File: src/hw/sme_regs.svh
// Register offsets, field positions and timing constants of the serial memory controller.
// Assumes inclusion by bare name from design files.
`ifndef SME_REGS_SVH
`define SME_REGS_SVH
`define SME_CMD_OFFSET    12'h040
`define SME_DATA_OFFSET   12'h044
`define SME_BUSY_BIT      31
`define SME_OPC_HI        30
`define SME_OPC_LO        28
`define SME_TO_BIT        10
`define SME_DL_BIT        9
`define SME_ADDR_HI       8
`define SME_ADDR_LO       0
`define SME_DATA_HI       7
`define SME_SIGNATURE     8'ha5
`define SME_TIMEOUT_MS    30
`define SME_CLK_MHZ       100
`define SME_SCLK_HALF     8'h04
`define SME_START_BIT     1'b1
`define SME_FRAME_BITS    6'd12
`define SME_BYTE_BITS     6'd8
`define SME_POLL_SETTLE   32'h4
`endif

File: src/hw/sme_pkg.sv
// Types shared by the serial memory controller files.
// Assumes nothing beyond a SystemVerilog compiler.
package sme_pkg;
  typedef enum logic [2:0] {
    SME_OP_READ   = 3'h0,
    SME_OP_LOCK   = 3'h1,
    SME_OP_UNLOCK = 3'h2,
    SME_OP_WRITE  = 3'h3,
    SME_OP_FILL   = 3'h4,
    SME_OP_ERASE  = 3'h5,
    SME_OP_BULK   = 3'h6,
    SME_OP_RELOAD = 3'h7
  } sme_opcode_t;

  typedef struct packed {
    logic        start;
    sme_opcode_t opcode;
    logic [8:0]  location;
    logic [7:0]  wdata;
  } sme_req_t;

  typedef struct packed {
    logic       done;
    logic       timed_out;
    logic       loaded;
    logic       wr_data;
    logic [7:0] rdata;
  } sme_rsp_t;
endpackage

File: src/hw/sme_serial.sv
// Three-wire serial engine: shifts one command frame out and, for read and reload, one byte back in.
// Assumes 16-bit words are never used; frames are start bit, opcode, address, then a data byte for read, reload, write and fill only.
//
// The APB register port is this design's own decision.
`timescale 1ns/10ps
`include "sme_regs.svh"
module sme_serial #(
  parameter int unsigned TIMEOUT_CYC = `SME_TIMEOUT_MS * 1000 * `SME_CLK_MHZ
) (
  // Clock and reset
  input  wire logic            mclk_i,
  input  wire logic            reset_i,
  // Request and answer
  input  wire sme_pkg::sme_req_t req_i,
  output sme_pkg::sme_rsp_t    rsp_o,
  // Serial pins
  output logic                 cs_o,
  output logic                 sck_o,
  output logic                 sdo_o,
  input  wire logic            sdi_sync_i
);
  typedef enum logic [3:0] {
    SS_IDLE = 4'b0001,
    SS_SHIFT = 4'b0010,
    SS_POLL = 4'b0100,
    SS_DONE = 4'b1000
  } sme_ser_state_t;

  sme_ser_state_t state;
  logic [29:0] shreg;
  logic [5:0]  bits_left;
  logic [7:0]  div;
  logic [7:0]  rx;
  logic [31:0] tmo;
  logic        reading;
  logic        tick;
  logic        is_prog;
  logic        is_read;

  function automatic logic [1:0] opc_bits(input sme_pkg::sme_opcode_t op);
    unique case (op)
      sme_pkg::SME_OP_READ,
      sme_pkg::SME_OP_RELOAD: opc_bits = 2'h2;
      sme_pkg::SME_OP_WRITE,
      sme_pkg::SME_OP_FILL:   opc_bits = (op == sme_pkg::SME_OP_WRITE) ? 2'h1 : 2'h0;
      sme_pkg::SME_OP_ERASE:  opc_bits = 2'h3;
      default:                opc_bits = 2'h0;
    endcase
  endfunction

  // Extended opcodes put their selector into the top address bits
  function automatic logic [8:0] addr_bits(input sme_pkg::sme_opcode_t op, input logic [8:0] a);
    unique case (op)
      sme_pkg::SME_OP_LOCK:   addr_bits = 9'h000;
      sme_pkg::SME_OP_UNLOCK: addr_bits = 9'h180;
      sme_pkg::SME_OP_FILL:   addr_bits = 9'h080;
      sme_pkg::SME_OP_BULK:   addr_bits = 9'h100;
      sme_pkg::SME_OP_RELOAD: addr_bits = 9'h000; // Signature lives in the first byte
      default:                addr_bits = a;
    endcase
  endfunction

  assign tick    = (div == `SME_SCLK_HALF);
  assign is_prog = (req_i.opcode == sme_pkg::SME_OP_WRITE) || (req_i.opcode == sme_pkg::SME_OP_FILL) ||
                   (req_i.opcode == sme_pkg::SME_OP_ERASE) || (req_i.opcode == sme_pkg::SME_OP_BULK);
  assign is_read = (req_i.opcode == sme_pkg::SME_OP_READ) || (req_i.opcode == sme_pkg::SME_OP_RELOAD);

  always_ff @(posedge mclk_i or posedge reset_i) begin
    if (reset_i) begin
      state     <= SS_IDLE;
      shreg     <= 30'h0;
      bits_left <= 6'h0;
      div       <= 8'h0;
      rx        <= 8'h0;
      tmo       <= 32'h0;
      reading   <= 1'b0;
      cs_o      <= 1'b0;
      sck_o     <= 1'b0;
      sdo_o     <= 1'b0;
      rsp_o     <= '0;
    end else begin
      rsp_o.done <= 1'b0;
      div        <= tick ? 8'h0 : div + 8'h1;
      unique case (state)
        SS_IDLE: begin
          if (req_i.start) begin
            // Start bit goes out now so it is settled before the first rising clock
            sdo_o     <= `SME_START_BIT;
            shreg     <= {opc_bits(req_i.opcode),
                          addr_bits(req_i.opcode, req_i.location), req_i.wdata, 11'h0};
            bits_left <= `SME_FRAME_BITS + ((is_read || req_i.opcode == sme_pkg::SME_OP_WRITE ||
                         req_i.opcode == sme_pkg::SME_OP_FILL) ? `SME_BYTE_BITS : 6'd0);
            reading   <= is_read;
            rx        <= 8'h0;
            cs_o      <= 1'b1;
            div       <= 8'h0;
            state     <= SS_SHIFT;
          end
        end
        // Data out changes on the falling clock, so the memory samples a settled line
        SS_SHIFT: if (tick) begin
          sck_o <= ~sck_o;
          if (!sck_o) begin
            bits_left <= bits_left - 6'h1;
            if (reading && bits_left <= `SME_BYTE_BITS)
              rx <= {rx[6:0], sdi_sync_i};
          end else if (bits_left == 6'h0) begin
            cs_o  <= 1'b0;
            sdo_o <= 1'b0;
            tmo   <= 32'h0;
            state <= is_prog ? SS_POLL : SS_DONE;
          end else begin
            sdo_o <= shreg[29];
            shreg <= {shreg[28:0], 1'b0};
          end
        end
        SS_POLL: begin
          // Ready is the line going high after chip select returns; the first few
          // samples still show the released line through the synchroniser
          cs_o <= 1'b1;
          tmo  <= tmo + 32'h1;
          if (sdi_sync_i && tmo >= `SME_POLL_SETTLE) begin
            cs_o  <= 1'b0;
            state <= SS_DONE;
          end else if (tmo >= TIMEOUT_CYC - 1) begin
            cs_o            <= 1'b0;
            rsp_o.timed_out <= 1'b1;
            state           <= SS_DONE;
          end
        end
        SS_DONE: begin
          sck_o       <= 1'b0;
          rsp_o.rdata <= rx;
          rsp_o.done  <= 1'b1;
          rsp_o.loaded <= (req_i.opcode == sme_pkg::SME_OP_RELOAD) && (rx == `SME_SIGNATURE);
          state       <= SS_IDLE;
        end
        default: state <= SS_IDLE;
      endcase
      if (state == SS_IDLE)
        rsp_o.timed_out <= 1'b0;
    end
  end
endmodule

File: src/hw/sme_sync.sv
// Two flip-flop synchroniser for a level from outside the clock domain.
// Assumes the input may change at any time.
`timescale 1ns/10ps
module sme_sync (
  // Clock and reset
  input  wire logic mclk_i,
  input  wire logic reset_i,
  // Level
  input  wire logic async_i,
  output logic      sync_o
);
  logic stage1;

  always_ff @(posedge mclk_i or posedge reset_i) begin
    if (reset_i) begin
      stage1 <= 1'b0;
      sync_o <= 1'b0;
    end else begin
      stage1 <= async_i;
      sync_o <= stage1;
    end
  end
endmodule

File: src/hw/sme_ctrl.sv
// Notes on behaviour
// - Writing busy one starts selected operation
// - Busy holds during operation, read data valid
// - Missing device write: busy until time-out
// - Opcode bits 30:28 decode eight commands
// - Read fetches byte into data register
// - Lock command blocks erase and write
// - Unlock permits erase and write
// - Write stores data byte at address
// - Fill-all writes data to every location
// - Erase clears the addressed location
// - Bulk erase clears the whole array
// - Reload fails unless first byte signature
// - Failed reload leaves state unchanged
// - Data-in high: no time-out, clear busy
// - Data-in low: only programming commands time out
// - Loaded flag set after successful load
// - Address field is bits 8:0
// - Data register carries byte in 7:0
//
// Top of the serial memory controller: APB register slave plus the serial engine.
// Assumes an APB master on mclk_i and an external three-wire memory on the pins.
`timescale 1ns/10ps
`include "sme_regs.svh"
module sme_ctrl #(
  parameter int unsigned TIMEOUT_CYC = `SME_TIMEOUT_MS * 1000 * `SME_CLK_MHZ
) (
  // Clock and reset
  input  wire logic        mclk_i,
  input  wire logic        reset_i,
  // APB slave
  input  wire logic        psel_i,
  input  wire logic        penable_i,
  input  wire logic        pwrite_i,
  input  wire logic [11:0] paddr_i,
  input  wire logic [31:0] pwdata_i,
  output logic      [31:0] prdata_o,
  output logic             pready_o,
  output logic             pslverr_o,
  // Serial memory pins
  output logic             mem_cs_o,
  output logic             mem_sck_o,
  output logic             mem_sdo_o,
  input  wire logic        serial_data_in_i
);
  sme_pkg::sme_req_t req;
  sme_pkg::sme_rsp_t rsp;
  logic              sdi_sync;
  logic              operation_busy;
  sme_pkg::sme_opcode_t operation_opcode;
  logic [8:0]        byte_location;
  logic              no_response_flag;
  logic              config_loaded_flag;
  logic [7:0]        eeprom_byte_register;
  logic              start_pulse;

  wire apb_wr      = psel_i && penable_i && pwrite_i;
  wire apb_rd      = psel_i && penable_i && !pwrite_i;
  wire hit_cmd     = (paddr_i == `SME_CMD_OFFSET);
  wire hit_data    = (paddr_i == `SME_DATA_OFFSET);
  wire wr_cmd      = apb_wr && hit_cmd;
  wire wr_data     = apb_wr && hit_data;
  // Writes while busy only act on the flag clears, so an operation in flight keeps its inputs
  wire cmd_accept  = wr_cmd && !operation_busy && pwdata_i[`SME_BUSY_BIT];
  wire [31:0] cmd_word = {operation_busy, operation_opcode, 17'h0, no_response_flag,
                          config_loaded_flag, byte_location};
  wire [31:0] data_word = {24'h0, eeprom_byte_register};

  assign pready_o  = 1'b1;
  assign pslverr_o = psel_i && penable_i && !hit_cmd && !hit_data;
  assign prdata_o  = !apb_rd ? 32'h0 : hit_cmd ? cmd_word : hit_data ? data_word : 32'h0;

  assign req = '{start: start_pulse, opcode: operation_opcode, location: byte_location,
                 wdata: eeprom_byte_register};

  sme_sync u_sync (
    .mclk_i  (mclk_i),
    .reset_i (reset_i),
    .async_i (serial_data_in_i),
    .sync_o  (sdi_sync)
  );

  sme_serial #(.TIMEOUT_CYC(TIMEOUT_CYC)) u_serial (
    .mclk_i     (mclk_i),
    .reset_i    (reset_i),
    .req_i      (req),
    .rsp_o      (rsp),
    .cs_o       (mem_cs_o),
    .sck_o      (mem_sck_o),
    .sdo_o      (mem_sdo_o),
    .sdi_sync_i (sdi_sync)
  );

  always_ff @(posedge mclk_i or posedge reset_i) begin
    if (reset_i) begin
      operation_busy   <= 1'b0;
      operation_opcode <= sme_pkg::SME_OP_READ;
      byte_location    <= 9'h0;
      start_pulse      <= 1'b0;
    end else begin
      start_pulse <= cmd_accept;
      if (cmd_accept) begin
        operation_busy   <= 1'b1;
        operation_opcode <= sme_pkg::sme_opcode_t'(pwdata_i[`SME_OPC_HI:`SME_OPC_LO]);
        byte_location    <= pwdata_i[`SME_ADDR_HI:`SME_ADDR_LO];
      end else if (wr_cmd && !operation_busy) begin
        operation_opcode <= sme_pkg::sme_opcode_t'(pwdata_i[`SME_OPC_HI:`SME_OPC_LO]);
        byte_location    <= pwdata_i[`SME_ADDR_HI:`SME_ADDR_LO];
      end
      if (rsp.done)
        operation_busy <= 1'b0;
    end
  end

  // Flags: hardware set beats a software write-one clear in the same cycle
  always_ff @(posedge mclk_i or posedge reset_i) begin
    if (reset_i) begin
      no_response_flag   <= 1'b0;
      config_loaded_flag <= 1'b0;
    end else begin
      if (rsp.done && rsp.timed_out)
        no_response_flag <= 1'b1;
      else if (wr_cmd && pwdata_i[`SME_TO_BIT])
        no_response_flag <= 1'b0;
      if (rsp.done && rsp.loaded)
        config_loaded_flag <= 1'b1;
      else if (wr_cmd && pwdata_i[`SME_DL_BIT])
        config_loaded_flag <= 1'b0;
    end
  end

  // A failed reload writes nothing back, leaving the data byte as it was
  always_ff @(posedge mclk_i or posedge reset_i) begin
    if (reset_i) begin
      eeprom_byte_register <= 8'h0;
    end else begin
      if (wr_data && !operation_busy)
        eeprom_byte_register <= pwdata_i[`SME_DATA_HI:0];
      else if (rsp.done && operation_opcode == sme_pkg::SME_OP_READ)
        eeprom_byte_register <= rsp.rdata;
    end
  end

  // Lock, unlock, erase and bulk erase are frames only; the memory itself keeps the
  // write-enable latch, so a locked device simply ignores the erases, while unlock still sets the latch.

  a_busy_clears: assert property (@(posedge mclk_i) disable iff (reset_i)
    rsp.done |=> !operation_busy) else $error("busy did not clear after done");
  a_start_sets: assert property (@(posedge mclk_i) disable iff (reset_i)
    cmd_accept |=> operation_busy && start_pulse) else $error("start did not set busy");
  a_read_data: assert property (@(posedge mclk_i) disable iff (reset_i)
    rsp.done && operation_opcode == sme_pkg::SME_OP_READ |=> eeprom_byte_register == $past(rsp.rdata))
    else $error("read data not captured");
  a_timeout_flag: assert property (@(posedge mclk_i) disable iff (reset_i)
    rsp.done && rsp.timed_out |=> no_response_flag) else $error("time-out flag not set");
  a_loaded_flag: assert property (@(posedge mclk_i) disable iff (reset_i)
    rsp.done && rsp.loaded |=> config_loaded_flag) else $error("loaded flag not set");
  a_reload_keeps: assert property (@(posedge mclk_i) disable iff (reset_i)
    rsp.done && operation_opcode == sme_pkg::SME_OP_RELOAD |=> $stable(eeprom_byte_register))
    else $error("reload altered data");
  a_busy_steady: assert property (@(posedge mclk_i) disable iff (reset_i)
    operation_busy && !rsp.done |=> operation_busy) else $error("busy dropped early");
  a_lock_no_tmo: assert property (@(posedge mclk_i) disable iff (reset_i)
    rsp.done && (operation_opcode == sme_pkg::SME_OP_LOCK || operation_opcode == sme_pkg::SME_OP_READ)
    |-> !rsp.timed_out) else $error("non-programming command timed out");
endmodule

File: config.mk
export PLATFORM = sky130hd
export DESIGN_NAME = sme_ctrl
export DESIGN_NICKNAME = d
export VERILOG_FILES = /design/src/hw/sme_pkg.sv /design/src/hw/sme_serial.sv /design/src/hw/sme_sync.sv /design/src/hw/sme_ctrl.sv
export VERILOG_INCLUDE_DIRS = /design/src /design/src/hw
export SDC_FILE = /design/constraint.sdc
export NUM_CORES = 1
export LEC_CHECK = 0
export BUFFER_PORTS_ARGS = -buffer_cell sky130_fd_sc_hd__buf_2
export CAP_MARGIN = 20
export CORE_MARGIN = 1
export CORE_UTILIZATION = 58
export DETAILED_ROUTE_END_ITERATION = 16
export GPL_ROUTABILITY_DRIVEN = 0
export MAX_ROUTING_LAYER = met4
export PLACE_DENSITY = 0.88
export SETUP_SLACK_MARGIN = 0.2
export SYNTH_ARGS = -nofsm -noshare
export SYNTH_HDL_FRONTEND = slang
export SYNTH_SLANG_ARGS = --single-unit
File: constraint.sdc
create_clock -name mclk_i -period 3.81 [get_ports mclk_i]
set_clock_uncertainty 0.15 [all_clocks]
set_input_delay 0.1905 -clock mclk_i [delete_from_list [all_inputs] [get_ports mclk_i]]
set_output_delay 0.1905 -clock mclk_i [all_outputs]
set_load 0.03 [all_outputs]
==> results of run 1 <==
[layer usage]
layer / GRT usage / wire, µm / up-vias
met5: - / 0 / -
met4: 0.131 / 456 / 0
met3: 0.0656 / 1050 / 53
met2: 0.462 / 7390 / 292
met1: 0.378 / 6030 / 2558
li1: - / - / 2305
[logic make-up (layout without fill, tap and decap cells)]
kind of cell / Yosys count / count (layout)
AO/OA/AOI/OAI: 108 / 108
XOR/XNOR: 40 / 40
adder cells (fa/ha/maj): 6 / 6
buffers and inverters: 72 / 128
flip-flops: 118 / 118
multiplexers: 35 / 35
other: 2 / 18
AND/OR/NAND/NOR: 255 / 255
[layout by cell type (no fill, tap or decap), types with 3 or more instances in the layout]
master           n
o22ai_1          3
nor4_1           9
xnor2_1         19
inv_1           19
dfrtp_1        117
nand3_1         29
or3_1            5
nand2_1         58
a21oi_1         22
a2111oi_2        6
a22oi_1         15
clkbuf_8         4
clkinv_2         5
and2_1          10
mux2i_1         15
o31ai_1          4
o21ai_1         17
nand4_1         11
nor3_1          12
dlygate4sd3_1   18
mux2_2          20
clkbuf_16       16
conb_1          18
nor2_2           6
buf_2           51
nor4b_2          3
clkbuf_1         3
buf_4            7
xor2_1          21
ha_1             6
and3_1          11
o21ai_0         23
nor2_1          78
[critical path, cell delays in order, from the launching register on]
cell     delay, ps
dfrtp_1        430
inv_1          100
ha_1           140
nor4b_2        220
and3_1         420
and4_1         680
buf_4          350
nand3_1        100
nand2_1         90
[sequential cells by signal (all words and copies together), names as in the netlist, 3 cells and up]
register	count
u_serial.tmo	32
u_serial.shreg	19
u_serial.rsp_o	11
byte_location	9
eeprom_byte_register	8
u_serial.div	8
u_serial.rx	8
u_serial.bits_left	6
u_serial.state	4
operation_opcode	3
[area by class of cell]
class	instances	area, µm²
timing repair buffer	76	488
fill	679	3170
clock inverter	9	100
clock buffer	23	467
inverter	20	77.6
tap	136	170
sequential	118	2950
multi-input combinational	462	2940
[where the power goes]
part	internal, mW	switching, mW	total [mW]	leakage (nW)
Sequential	1.29	0.0429	1.33	1.59
Clock	0.976	0.560	1.54	0.278
Combinational	0.0749	0.125	0.200	1.39
Total	2.34	0.728	3.07	3.26
[path summary, 6_finish.rpt]
check / end / slack [ps] / from
setup / recovery: u_serial.state[2]$_DFFE_PP0P_ / 1060 / u_serial.div[0]$_DFF_PP0_
hold / removal: start_pulse$_DFF_PP0_ / 40 / psel_i
setup reg to reg: u_serial.state[2]$_DFFE_PP0P_ / 1060 / u_serial.div[0]$_DFF_PP0_
hold reg to reg: u_sync.sync_o$_DFF_PP0_ / 200 / u_sync.stage1$_DFF_PP0_
max in group asynchronous: u_serial.state[0]$_DFFE_PP1P_ / 2330 / reset_i
min in group asynchronous: u_serial.tmo[26]$_DFFE_PP0P_ / 220 / reset_i
[per-stage QoR]
stage / hold slack [ps] / utilization / power, mW / setup slack [ps] / cell area (µm²)
floorplan: 71.9 / - / 1.49 / 342 / 6260
global placement: 152 / 0.621 / 1.52 / 1180 / 6440
detailed placement: 154 / 0.621 / 1.53 / 1080 / 6440
CTS: 10.0 / 0.693 / 3.07 / 1060 / 7190
global route: 59.3 / 0.694 / 3.15 / 886 / 7200
finish: 43.6 / 0.694 / 3.07 / 1060 / 7200
[what timing repair did]
item,CTS,global route
endpoints found under the hold margin,97,0
gates resized for setup,0,0
hold buffers,18,0
==> reports/results.tsv, run 1 <==
metric	value	unit
crit_type	flop to flop	
diodes	0	
area_growth	16.0	%
rows	37	
async_flop_share	1.00	
endpoint_kind	flop	
critPathLaunchType	flop	
reg2reg_depth	8	
arrival	3070	ps
port_buffers	51	
gr-total-overflow	0	
cts_sinks	118	
die_w	105	µm
first_pass_iters	6	
antenna_found_initial	0	
synth_common_cells	dfrtp_1, nor2_1, nand2_1	
cts_tree	done	
fin_tns_setup	0	ps
yosysUniqueCellTypes	63	
cts_buffers	17	
drc	0	
wl	14900	µm
tightest_slew	913	ps
synth_top_family_by_area	simple AND/OR/NAND/NOR gates	
power.leakage	3.26	nW
viasPerCell	6.17	
stdcell_count	844	
cts_buffer_depth	2	
rsz0062_at_grt	false	
wire_per_inst	17.7	µm
ys_top_cells_by_area	dfrtp_1, nor2_1, mux2_2	
post_cts_buffers	0	
cp.required	4130	ps
placed_cells	793	
hpwl	9520	µm
finalHoldViolations	0	
ys_warn_count	0	
layout-drive-gt1-share	0.199	
run_status	finished clean	
grt_usage	0.298	
layout.nets	751	
grt_max_degree	75	
vias	5208	
synthSimpleGateAreaFrac	0.215	
power_density	426	nW/µm²
ant_nets	0	
fin_crit_sh	0.723	
min_period	2750	ps
initial_utilization	0.598	
fmax	363	MHz
synth_top_cell_by_area	dfrtp_1	
htreeDepth	4	
clk_pin_slew	50	ps
die_y	105	µm
max_cap_viol_count	0	
synth-seq-area-share	0.476	
core	10400	µm²
cts_root_buf	clkbuf_8	
syn_avg_cell_area	9.75	µm²
synthFlopType	dfrtp_1	
synthMuxAreaShare	0.0605	
irDropWorstVdd	254	µV
netlist_instances	636	
ios	87	
worstSkewPairLatency	530	ps
yosysMostFrequentCell	dfrtp_1	
grt_pass1_wl	24800	µm
grt_pass1_vias	5055	
synth_compound_area_frac	0.118	
synth-edff-count	0	
drt_iter0_drc	417	
die-area	11100	µm²
timing.critical_path.fanout_max	17	
synth_fa_ha_area_frac	0.0121	
synth-xor-area-share	0.0565	
synth-seq-cells	118	
slew_headroom	0.391	
maxSlewViolCount	0	
min_path_cells	4	
netlist.area_leader.share	0.472	
syn_area	6200	µm²
hold_class	input port to flop	
finalSetupViolCount	0	
(Power assumes the default switching activity.)
==> run 2: changes to the inputs <==
Settings changed: CORE_UTILIZATION 58 to 52, PLACE_DENSITY 0.88 to 0.83.
Clock period 3.81 ns to 2.4 ns, I/O delays scaled along.
==> reports/results.tsv, run 2 (synthesis gave the netlist of run 1 again) <==
metric	value	unit	change
hpwl	9760	µm	+2.5%
die_y	111	µm	+5.5%
initial_utilization	0.539		-0.0595
drt_iter0_drc	577		+38%
layout-drive-gt1-share	0.261		+0.0614
htreeDepth	4		unchanged
tightest_slew	760	ps	-154 ps
final_cell_mix	dfrtp_1, nor2_1, nand2_1		
wire_per_inst	19.6	µm	+11%
largest_reg_flops	32		unchanged
crit_chain	ha_4 -> and3_4 -> a31o_1 -> a211o_1 -> a221o_1 -> or2_1 -> a21oi_1		
ant_nets	0		unchanged
gr-total-overflow	0		unchanged
die-area	12400	µm²	+11%
vias	5470		+5.0%
cp.required	2590	ps	-1540 ps
grt_pass1_vias	5511		+9.0%
area_growth	24.6	%	
fmax	439	MHz	+21%
rows	39		+5.4%
maxSlewViolCount	0		unchanged
layout.nets	781		+4.0%
rrSetupSlack	120	ps	-930 ps
rsz0062_at_grt	true		
cts_sinks	118		unchanged
diodes	0		unchanged
port_buffers	51		unchanged
drc	6		+6
viasPerCell	6.22		+0.73%
irDropWorstVdd	465	µV	+83%
top_regs	u_serial.tmo: 32 flops, u_serial.shreg: 19 flops, u_serial.rsp_o: 11 flops		
cts_buffers	17		unchanged
ios	87		unchanged
timing.critical_path.fanout_max	3		-14
run_status	complete, but fails checks		
max_cap_viol_count	0		unchanged
wl_met1	6670	µm	+11%
power_density	667	nW/µm²	+57%
cts_root_buf	clkbuf_16		
whs	125	ps	+81.4 ps
worstSkewPairLatency	420	ps	-110 ps
max_stage_delay	410	ps	-270 ps
slowest_stage	dfrtp_1		
fin_tns_setup	0	ps	unchanged
finalHoldViolations	0		unchanged
grt_usage	0.295		-0.00279
placed_cells	818		+3.2%
first_pass_iters	12		+6
fin_crit_sh	0.949		+0.226
endpoint_kind	flop		
cts_tree	done		
grt_pass1_wl	27800	µm	+12%
wl_met2	8450	µm	+14%
mostFrequentLayoutCell	dfrtp_1		
core	11500	µm²	+11%
critPathLaunchType	flop		
cts_buffer_depth	2		unchanged
violations	design-rule violations		
hold_class	input port to flop		
finalSetupViolCount	0		unchanged
min_period	2280	ps	-478 ps
topRoutingLayerUsed	met4		
antenna_found_initial	0		unchanged
n_fill_cell	755		+11%
stdcell_count	880		+4.3%
arrival	2470	ps	-600 ps
clk_pin_slew	60	ps	about the same
power.leakage	3.46	nW	+6.2%
crit_type	flop to flop		
die_w	111	µm	+5.5%
top_register	u_serial.tmo		
wl	17200	µm	+15%
wl_met3	1240	µm	+18%
grt_max_degree	46		-39%
slew_headroom	0.493		+0.102
## run 2: changes by cell type in the layout (fill, tap and decap cells not counted), moves of 5 or more
cell,delta
a2111oi_2,-6
a2111oi_4,+6
buf_12,+5
buf_4,+24
nor2_1,-5
nor2_2,+5
## run 2: layout make-up
cell class                      count  area (µm²)  share of cell area
Inverter                           20        78.8              0.0102
Multi-Input combinational cell    462        3120               0.404
Sequential cell                   118        2950               0.382
Clock inverter                      8         120              0.0155
Clock buffer                       23         498              0.0644
Timing Repair Buffer              106         779               0.101
Tap cell                          143         179              0.0232
## run 2: per-layer routing
layer,global-route usage,up-vias
met3,0.0700,106
met2,0.477,320
li1,-,2366
met4,0.134,0
met5,-,-
met1,0.351,2678
## run 2: timing repair
action,4_1_cts,5_1_grt
pin swaps,10,13
hold buffers,18,0
setup endpoints to repair,46,77
endpoints found under the hold margin,54,0
setup buffers,10,3
resized for setup,15,16
## run 2: worst paths after layout
kind,to,cells past startpoint,from
max,u_serial.cs_o$_DFFE_PP0P_,7,u_serial.tmo[1]$_DFFE_PP0P_
min,config_loaded_flag$_DFFE_PP0P_,5,pwrite_i
max reg2reg,u_serial.cs_o$_DFFE_PP0P_,7,u_serial.tmo[1]$_DFFE_PP0P_
min reg2reg,u_sync.sync_o$_DFF_PP0_,0,u_sync.stage1$_DFF_PP0_
max in group asynchronous,u_serial.shreg[18]$_DFFE_PP0P_,4,reset_i
min in group asynchronous,byte_location[3]$_DFFE_PP0P_,3,reset_i
## run 2: stage by stage
step           utilization  power, mW  instance area [µm²]  worst slack, ps
2_1_floorplan            -       2.36                 6270              225
3_3_place_gp         0.576       2.42                 6630              118
3_5_place_dp         0.576       2.44                 6630             7.98
4_1_cts              0.664       5.12                 7650              206
5_1_grt              0.671       5.31                 7730             32.2
6_report             0.671       5.16                 7730              123
## run 2: critical path: cells and delay by family, from the launching register on
family	cells	cell delay (ps)
simple gates	2	460
compound gates	4	990
flops	1	410
fa+ha+maj	1	190
## run 2: power by group
group / internal, mW / switching (mW) / leakage (nW) / total [mW]
clock: 1.76 / 0.895 / 0.301 / 2.65
combinational: 0.178 / 0.225 / 1.57 / 0.404
sequential: 2.04 / 0.0555 / 1.59 / 2.10
